<file path="src/inc/pmic_regs_pkg.sv">
// package: register map, field layout and reset values of the regulator control bank
package pmic_regs_pkg;

	localparam int          ADDR_W = 8;
	localparam int          DATA_W = 8;

	// register byte addresses
	localparam logic [7:0]  OFS_LDO_ONE_VOLTAGE   = 8'h02;
	localparam logic [7:0]  OFS_LDO_TWO_VOLTAGE   = 8'h03;
	localparam logic [7:0]  OFS_BUCK_PARAMETERS   = 8'h04;
	localparam logic [7:0]  OFS_SYSTEM_PARAMETERS = 8'h05;
	localparam logic [7:0]  OFS_BUCK_SLEW_CONTROL = 8'h06;

	// writable bit masks; all other bits are reserved
	localparam logic [7:0]  MASK_LDO_VOLTAGE      = 8'h3F;
	localparam logic [7:0]  MASK_BUCK_PARAMETERS  = 8'h7F;
	localparam logic [7:0]  MASK_SYSTEM_PARAMS    = 8'h7F;
	localparam logic [7:0]  MASK_BUCK_SLEW        = 8'hEE;

	// reset values
	localparam logic [7:0]  RST_LDO_VOLTAGE       = 8'h0C;
	localparam logic [7:0]  RST_BUCK_PARAMETERS   = 8'h0F;
	localparam logic [7:0]  RST_SYSTEM_PARAMS     = 8'h2F;
	localparam logic [7:0]  RST_BUCK_SLEW         = 8'h22;

	// field positions
	localparam int          POS_PHASE_SEL         = 6;
	localparam int          POS_TWO_ULTRA         = 5;
	localparam int          POS_ONE_ULTRA         = 4;
	localparam int          POS_TWO_DISCHARGE     = 3;
	localparam int          POS_ONE_DISCHARGE     = 2;
	localparam int          POS_TWO_AUTO          = 1;
	localparam int          POS_ONE_AUTO          = 0;
	localparam int          POS_IF_EN             = 6;
	localparam int          POS_POR_DELAY_LO      = 4;
	localparam int          POS_LDO_TWO_EN        = 3;
	localparam int          POS_LDO_ONE_EN        = 2;
	localparam int          POS_BUCK_TWO_EN       = 1;
	localparam int          POS_BUCK_ONE_EN       = 0;
	localparam int          POS_TWO_SLEW_LO       = 5;
	localparam int          POS_ONE_SLEW_LO       = 1;

	// power-on delay codes
	localparam logic [1:0]  POR_DELAY_1MS         = 2'h0;
	localparam logic [1:0]  POR_DELAY_50MS        = 2'h1;
	localparam logic [1:0]  POR_DELAY_150MS       = 2'h2;
	localparam logic [1:0]  POR_DELAY_200MS       = 2'h3;

	// register access request from the serial interface
	typedef struct packed {
		logic              wr;
		logic              rd;
		logic [ADDR_W-1:0] addr;
		logic [DATA_W-1:0] wdata;
	} reg_req_t;

	// control levels toward the analog regulators
	typedef struct packed {
		logic [5:0] ldo_one_code;
		logic [5:0] ldo_two_code;
		logic       buck_phase_select;
		logic       buck_two_ultrasonic_en;
		logic       buck_one_ultrasonic_en;
		logic       buck_two_discharge_en;
		logic       buck_one_discharge_en;
		logic       buck_two_auto_mode;
		logic       buck_one_auto_mode;
		logic       if_func_en;
		logic [1:0] power_on_delay_sel;
		logic       ldo_two_en;
		logic       ldo_one_en;
		logic       buck_two_en;
		logic       buck_one_en;
		logic [2:0] buck_two_slew_sel;
		logic [2:0] buck_one_slew_sel;
	} reg_ctrl_t;

endpackage : pmic_regs_pkg

</file>
<file path="src/rtl/ctrl_reg8.sv">
// one 8-bit control register with writable mask and reset value
`timescale 1ns/1ps
`default_nettype none
module ctrl_reg8 #(
	parameter logic [7:0] RST_VAL = 8'h00,
	parameter logic [7:0] WR_MASK = 8'hFF
) (
	// clock and reset
	input  wire logic       i_mclk,
	input  wire logic       i_rst_n,
	// write port
	input  wire logic       i_we,
	input  wire logic [7:0] i_wdata,
	// stored value
	output logic      [7:0] o_q
);
	logic [7:0] q_r;
	logic [7:0] q_nxt;

	always_comb begin
		q_nxt = q_r;
		// reserved bits hold reset value
		if (i_we) begin
			q_nxt = (i_wdata & WR_MASK) | (RST_VAL & ~WR_MASK);
		end
	end

	always_ff @(posedge i_mclk or negedge i_rst_n) begin
		if (!i_rst_n) begin
			q_r <= RST_VAL;
		end else begin
			q_r <= q_nxt;
		end
	end

	assign o_q = q_r;
endmodule : ctrl_reg8
`default_nettype wire

</file>
<file path="src/rtl/pmic_regulator_control_regs.sv">
// regulator control register bank reached by the serial host interface
`timescale 1ns/1ps
`default_nettype none
// Summary of operation
// RL1: two six-bit ldo voltage codes, bits 7:6 reserved
// RL2: ldo code steps 50 mV from 0.90 V
// RL3: ldo voltage registers reset to code 0x0C
// RL4: bit 6 selects in-phase or 180 degrees
// RL5: ultrasonic enables per buck, reset off
// RL6: active discharge enables per buck, reset on
// RL7: auto pfm/pwm mode bits, reset to auto
// RL8: interface function enable bit, reset off
// RL9: power-on delay select, reset to 150 ms
// RL10: four regulator enables, all reset on
// RL11: buck two slew code bits 7:5, reset 001
// RL12: buck one slew code bits 3:1, reset 001
// RL13: all registers load defaults at start-up
// RL14: reserved bits read zero, writes ignored
module pmic_regulator_control_regs (
	// clock and reset
	input  wire logic                       i_mclk,
	input  wire logic                       i_rst_n,
	// register access from the serial slave
	input  wire pmic_regs_pkg::reg_req_t    i_req,
	output logic                            o_ack,
	output logic                            o_addr_hit,
	output logic [7:0]                      o_rdata,
	// controls to the analog regulators
	output var pmic_regs_pkg::reg_ctrl_t    o_ctrl,
	output logic [6:0]                      o_ldo_one_mv_step,
	output logic [6:0]                      o_ldo_two_mv_step
);
	logic [7:0]  ldo_one_q;
	logic [7:0]  ldo_two_q;
	logic [7:0]  buck_par_q;
	logic [7:0]  sys_par_q;
	logic [7:0]  slew_q;
	logic        we_ldo_one;
	logic        we_ldo_two;
	logic        we_buck_par;
	logic        we_sys_par;
	logic        we_slew;
	logic        hit;
	logic [7:0]  rdata_r;
	logic [7:0]  rdata_nxt;
	logic        ack_r;
	logic        ack_nxt;

	// address decode
	always_comb begin
		we_ldo_one  = i_req.wr && (i_req.addr == pmic_regs_pkg::OFS_LDO_ONE_VOLTAGE);
		we_ldo_two  = i_req.wr && (i_req.addr == pmic_regs_pkg::OFS_LDO_TWO_VOLTAGE);
		we_buck_par = i_req.wr && (i_req.addr == pmic_regs_pkg::OFS_BUCK_PARAMETERS);
		we_sys_par  = i_req.wr && (i_req.addr == pmic_regs_pkg::OFS_SYSTEM_PARAMETERS);
		we_slew     = i_req.wr && (i_req.addr == pmic_regs_pkg::OFS_BUCK_SLEW_CONTROL);
		hit = (i_req.addr >= pmic_regs_pkg::OFS_LDO_ONE_VOLTAGE)
		   && (i_req.addr <= pmic_regs_pkg::OFS_BUCK_SLEW_CONTROL);
	end

	// RL1 RL3 RL13 ldo voltage registers
	ctrl_reg8 #(
		.RST_VAL (pmic_regs_pkg::RST_LDO_VOLTAGE),
		.WR_MASK (pmic_regs_pkg::MASK_LDO_VOLTAGE)
	) u_ldo_one (
		.i_mclk  (i_mclk),
		.i_rst_n (i_rst_n),
		.i_we    (we_ldo_one),
		.i_wdata (i_req.wdata),
		.o_q     (ldo_one_q)
	);

	ctrl_reg8 #(
		.RST_VAL (pmic_regs_pkg::RST_LDO_VOLTAGE),
		.WR_MASK (pmic_regs_pkg::MASK_LDO_VOLTAGE)
	) u_ldo_two (
		.i_mclk  (i_mclk),
		.i_rst_n (i_rst_n),
		.i_we    (we_ldo_two),
		.i_wdata (i_req.wdata),
		.o_q     (ldo_two_q)
	);

	// RL4 RL5 RL6 RL7 buck parameter register
	ctrl_reg8 #(
		.RST_VAL (pmic_regs_pkg::RST_BUCK_PARAMETERS),
		.WR_MASK (pmic_regs_pkg::MASK_BUCK_PARAMETERS)
	) u_buck_par (
		.i_mclk  (i_mclk),
		.i_rst_n (i_rst_n),
		.i_we    (we_buck_par),
		.i_wdata (i_req.wdata),
		.o_q     (buck_par_q)
	);

	// RL8 RL9 RL10 system register
	ctrl_reg8 #(
		.RST_VAL (pmic_regs_pkg::RST_SYSTEM_PARAMS),
		.WR_MASK (pmic_regs_pkg::MASK_SYSTEM_PARAMS)
	) u_sys_par (
		.i_mclk  (i_mclk),
		.i_rst_n (i_rst_n),
		.i_we    (we_sys_par),
		.i_wdata (i_req.wdata),
		.o_q     (sys_par_q)
	);

	// RL11 RL12 slew register
	ctrl_reg8 #(
		.RST_VAL (pmic_regs_pkg::RST_BUCK_SLEW),
		.WR_MASK (pmic_regs_pkg::MASK_BUCK_SLEW)
	) u_slew (
		.i_mclk  (i_mclk),
		.i_rst_n (i_rst_n),
		.i_we    (we_slew),
		.i_wdata (i_req.wdata),
		.o_q     (slew_q)
	);

	// read mux; unmapped addresses read zero
	always_comb begin
		rdata_nxt = rdata_r;
		ack_nxt   = i_req.wr || i_req.rd;
		if (i_req.rd) begin
			// RL14 reserved read zero
			unique case (i_req.addr)
				pmic_regs_pkg::OFS_LDO_ONE_VOLTAGE:   rdata_nxt = ldo_one_q & pmic_regs_pkg::MASK_LDO_VOLTAGE;
				pmic_regs_pkg::OFS_LDO_TWO_VOLTAGE:   rdata_nxt = ldo_two_q & pmic_regs_pkg::MASK_LDO_VOLTAGE;
				pmic_regs_pkg::OFS_BUCK_PARAMETERS:   rdata_nxt = buck_par_q & pmic_regs_pkg::MASK_BUCK_PARAMETERS;
				pmic_regs_pkg::OFS_SYSTEM_PARAMETERS: rdata_nxt = sys_par_q & pmic_regs_pkg::MASK_SYSTEM_PARAMS;
				pmic_regs_pkg::OFS_BUCK_SLEW_CONTROL: rdata_nxt = slew_q & pmic_regs_pkg::MASK_BUCK_SLEW;
				default:                              rdata_nxt = 8'h00;
			endcase
		end
	end

	always_ff @(posedge i_mclk or negedge i_rst_n) begin
		if (!i_rst_n) begin
			rdata_r <= 8'h00;
			ack_r   <= 1'b0;
		end else begin
			rdata_r <= rdata_nxt;
			ack_r   <= ack_nxt;
		end
	end

	assign o_rdata    = rdata_r;
	assign o_ack      = ack_r;
	assign o_addr_hit = hit;

	// field fan-out to the analog side
	always_comb begin
		o_ctrl.ldo_one_code           = ldo_one_q[5:0];
		o_ctrl.ldo_two_code           = ldo_two_q[5:0];
		// RL4 phase select
		o_ctrl.buck_phase_select      = buck_par_q[pmic_regs_pkg::POS_PHASE_SEL];
		// RL5 ultrasonic enables
		o_ctrl.buck_two_ultrasonic_en = buck_par_q[pmic_regs_pkg::POS_TWO_ULTRA];
		o_ctrl.buck_one_ultrasonic_en = buck_par_q[pmic_regs_pkg::POS_ONE_ULTRA];
		// RL6 discharge enables
		o_ctrl.buck_two_discharge_en  = buck_par_q[pmic_regs_pkg::POS_TWO_DISCHARGE];
		o_ctrl.buck_one_discharge_en  = buck_par_q[pmic_regs_pkg::POS_ONE_DISCHARGE];
		// RL7 mode bits
		o_ctrl.buck_two_auto_mode     = buck_par_q[pmic_regs_pkg::POS_TWO_AUTO];
		o_ctrl.buck_one_auto_mode     = buck_par_q[pmic_regs_pkg::POS_ONE_AUTO];
		// RL8 interface enable
		o_ctrl.if_func_en             = sys_par_q[pmic_regs_pkg::POS_IF_EN];
		// RL9 power-on delay
		o_ctrl.power_on_delay_sel     = sys_par_q[pmic_regs_pkg::POS_POR_DELAY_LO +: 2];
		// RL10 regulator enables
		o_ctrl.ldo_two_en             = sys_par_q[pmic_regs_pkg::POS_LDO_TWO_EN];
		o_ctrl.ldo_one_en             = sys_par_q[pmic_regs_pkg::POS_LDO_ONE_EN];
		o_ctrl.buck_two_en            = sys_par_q[pmic_regs_pkg::POS_BUCK_TWO_EN];
		o_ctrl.buck_one_en            = sys_par_q[pmic_regs_pkg::POS_BUCK_ONE_EN];
		// RL11 RL12 slew codes
		o_ctrl.buck_two_slew_sel      = slew_q[pmic_regs_pkg::POS_TWO_SLEW_LO +: 3];
		o_ctrl.buck_one_slew_sel      = slew_q[pmic_regs_pkg::POS_ONE_SLEW_LO +: 3];
	end

	// RL2 code is the count of 50 mV steps above 0.90 V; above 0x36 undefined, passed as is
	assign o_ldo_one_mv_step = {1'b0, ldo_one_q[5:0]};
	assign o_ldo_two_mv_step = {1'b0, ldo_two_q[5:0]};
endmodule : pmic_regulator_control_regs
`default_nettype wire

</file>
<file path="config.mk">
export PLATFORM = sky130hd
export DESIGN_NAME = pmic_regulator_control_regs
export DESIGN_NICKNAME = d
export VERILOG_FILES = /design/src/inc/pmic_regs_pkg.sv /design/src/rtl/ctrl_reg8.sv /design/src/rtl/pmic_regulator_control_regs.sv
export SDC_FILE = /design/constraint.sdc
export NUM_CORES = 1
export LEC_CHECK = 0
export BUFFER_PORTS_ARGS = -buffer_cell sky130_fd_sc_hd__buf_2
export CAP_MARGIN = 20
export CORE_ASPECT_RATIO = 0.9
export CORE_MARGIN = 5
export CORE_UTILIZATION = 45
export DETAILED_ROUTE_END_ITERATION = 12
export PLACE_DENSITY = 0.73
export REMOVE_ABC_BUFFERS = 1
export SLEW_MARGIN = 40
export SYNTH_ARGS = -nofsm -noshare
export SYNTH_HDL_FRONTEND = slang
export SYNTH_SLANG_ARGS = --single-unit
</file>
<file path="constraint.sdc">
create_clock -name i_mclk -period 3.8 [get_ports i_mclk]
set_clock_uncertainty 0.15 [all_clocks]
set_input_delay 0.19 -clock i_mclk [delete_from_list [all_inputs] [get_ports i_mclk]]
set_output_delay 0.19 -clock i_mclk [all_outputs]
set_load 0.01 [all_outputs]
</file>
==> impl_metrics.tcl <==
set metrics [dict create \
    status "complete, no violations" \
    post-cts-setup-buffers 0 \
    drt-initial-drc-count 76 \
    tightest_slew_ps 769.5 \
    hp-class "in2reg" \
    die_area_sq_mm 0.006178 \
    synth_area_sq_mm 0.002117 \
    vdd_ir_drop_max_uv 242.5 \
    synth_fa_ha_area_share_pct 0 \
    wirelength_um 4972 \
    fp.dieW_um 82.30 \
    whs_ps 18.14 \
    die_h_um 75.07 \
    drv_cap 0 \
    hold_end "u_ldo_one.o_q[0]$_DFFE_PN0P_" \
    pwr-share-seq_pct 49.5 \
    cts.sinks 41 \
    cts_buffer_depth 2 \
    grt_overflow 0 \
    ys_seq_area_share_pct 49.35 \
    regToRegEndpoint "o_rdata[5]$_DFFE_PN0P_" \
    final_cell_area_sq_mm 0.002576 \
    dp_hpwl_um 3424 \
    power_frac_comb_pct 12.1 \
    path_cells "dlygate4sd3_1 > buf_2 > nand2_1 > nor4_4 > mux2_2" \
    remaining_drc_errors 0 \
    synthXorXnorAreaFrac_pct 0 \
    synthMuxAreaShare_pct 25.06 \
    cts_buffers 5 \
    p_per_area_mw_per_mm2 371.0 \
    synth_top_cell_by_area "dfrtp_1" \
    antenna_found_initial 0 \
    grt_use_total_pct 17.01 \
    antenna_left 0 \
    critPathCaptureType "flop" \
    cp-start-kind "input pin" \
    vias_per_cell 5.316 \
    nNetsFinal 239 \
    tritoncts "built" \
    synth_compound_area_share_pct 6.501 \
    setup_viol 0 \
    synthArstFlopShare_pct 100.0 \
    path_clk_slew_ps 80 \
    dr.pass1.iters 4 \
    r2r_slack_ps 2520 \
    final.fill_count 408 \
    wire_per_inst_um 17.63 \
    worstSetupPathType "in2reg" \
    yosys_warnings 0 \
    internal_power_w 0.0007247 \
    core_sq_mm 0.004518 \
    tns_ps 0 \
    power_frac_clock_pct 38.3 \
    rows 23 \
    synth-edff-count 0 \
    fin_crit_ps 2015 \
    synthSimpleGateAreaFrac_pct 11.29 \
    io_pins 76 \
    synth_top_family_by_area "multiplexers" \
    worstRegToRegCells 3 \
    syn-instance-count 156 \
    start_util_pct 46.86 \
    rsz0062_at_grt "false" \
    cp.required_ps 3840 \
    area_growth_pct 21.69 \
    critPathSlowestCell "nor4_4" \
    grt_pass1_vias 1504 \
    vias 1499 \
    drive_above_1_share_pct 64.55 \
    period_share_pct 53.02 \
    min_from "i_req[0]" \
    synth.most_common_cell "mux2_2" \
    hold_viol 0 \
    gp_congestion 0.8022 \
    synth_area_leaders "dfrtp_1 (31%), dfstp_2 (19%), mux2_2 (17%)" \
    h-tree-depth 2 \
    p_switching_w 0.0002310 \
    clock_latency_ps 300 \
    placement.io_buffers 73 \
    syn_avg_cell_area_sq_um 13.57 \
    yosysTopAreaCellShare_pct 30.73 \
    rr_startpoint "u_buck_par.o_q[5]$_DFFE_PN0P_" \
    slew_headroom_pct 48.31 \
    timing.fmax_mhz 496.3 \
    grt_pass1_wl_um 7686 \
    ys_types 31 \
    n_antenna_cell 0 \
    cp_max_fo 7 \
    power_w 0.0009557 \
    synth_ff_type "dfrtp_1" \
    cts.repair.resized 0 \
    placed_area_sq_mm 0.002416 \
    leakage_nw 1.333 \
    hold-path-cell-count 2 \
    yosys_register_bits 41 \
    drv_slew 0 \
    synth_top_cells_by_count "mux2_2 (32), dfrtp_1 (26), dfstp_2 (15)" \
    grt_max_degree 42 \
    swShare_pct 24.17 \
    cts_root_buf "clkbuf_8" \
    cpPeakStageDelay_ps 640 \
    worstPathArrival_ps 2050 \
]
cells in the final DEF (no fill, tap or decap), types with 5 or more instances in the layout:
master,n
buf_2,72
nor2b_1,5
mux2i_1,8
dfrtp_1,26
clkbuf_8,6
mux2_2,32
mux2_4,6
dfstp_2,15
power by group through the flow:
stage	clock [W]	combinational, W	sequential [W]
after floorplan	0	0.0000392	0.000491
after global placement	0	0.000112	0.000481
after detailed placement	0	0.000114	0.000481
after CTS	0.000376	0.000118	0.000474
after global routing	0.000393	0.000127	0.000477
final	0.000366	0.000116	0.000474
worst max-delay path by stage:
stage / startpoint / to / slack (ps) / depth (start not counted)
after floorplan: i_req[11] / u_ldo_one.o_q[0]$_DFFE_PN0P_ / 1830 / 3
after global placement: i_req[11] / u_sys_par.o_q[6]$_DFFE_PN0P_ / 1530 / 4
after detailed placement: i_req[11] / u_sys_par.o_q[6]$_DFFE_PN0P_ / 1520 / 4
after CTS: i_req[17] / u_sys_par.o_q[4]$_DFFE_PN0P_ / 1780 / 5
after global routing: i_req[17] / u_sys_par.o_q[4]$_DFFE_PN0P_ / 1740 / 5
final: i_req[17] / u_sys_par.o_q[4]$_DFFE_PN0P_ / 1790 / 5
critical path, delay by kind of cell:
kind / cells / cell delay [ps]
AND/OR/NAND/NOR: 2 / 800
buffers and inverters: 2 / 650
multiplexers: 1 / 410
logic make-up after synthesis:
kind of cell,after synthesis
flip-flops,41
AND/OR/NAND/NOR,28
buffers and inverters,25
other,1
AO/OA/AOI/OAI,15
multiplexers,46
what timing repair did:
action | in CTS | in global routing
endpoints found under the hold margin | 31 | 0
setup endpoints to repair | 0 | 0
hold buffers | 4 | 0
cell type report:
type	count	area, sq um	area share, %
flip-flops and latches	41	1045	40.55
multi-input cells	91	914.6	35.50
repair buffers	77	407.9	15.83
clock buffers	6	82.58	3.205
well taps	62	77.57	3.011
clock inverters	2	37.54	1.457
inverters	3	11.26	0.4371
state kept, by name (all words and copies together), names as in the netlist:
| signal | count |
|---|---|
| o_ack | 1 |
| o_rdata | 8 |
| u_buck_par.o_q | 7 |
| u_ldo_one.o_q | 6 |
| u_ldo_two.o_q | 6 |
| u_slew.o_q | 6 |
| u_sys_par.o_q | 7 |
layer usage:
metal	vias to the layer above	global-route usage (%)	share of wire (%)
li1	682	-	-
met1	739	24.37	46
met4	0	5.535	0.76
met3	4	4.306	10
met2	74	25.18	43
met5	-	0	0
per-stage QoR:
stage	util (%)	cells	setup WS, ps
after floorplan	-	135	1835
after global placement	53.42	270	1527
after detailed placement	53.48	270	1516
after CTS	57.02	282	1783
after global routing	57.02	282	1742
final	57.02	282	1785
No activity file was read; power rests on OpenSTA's default activity.
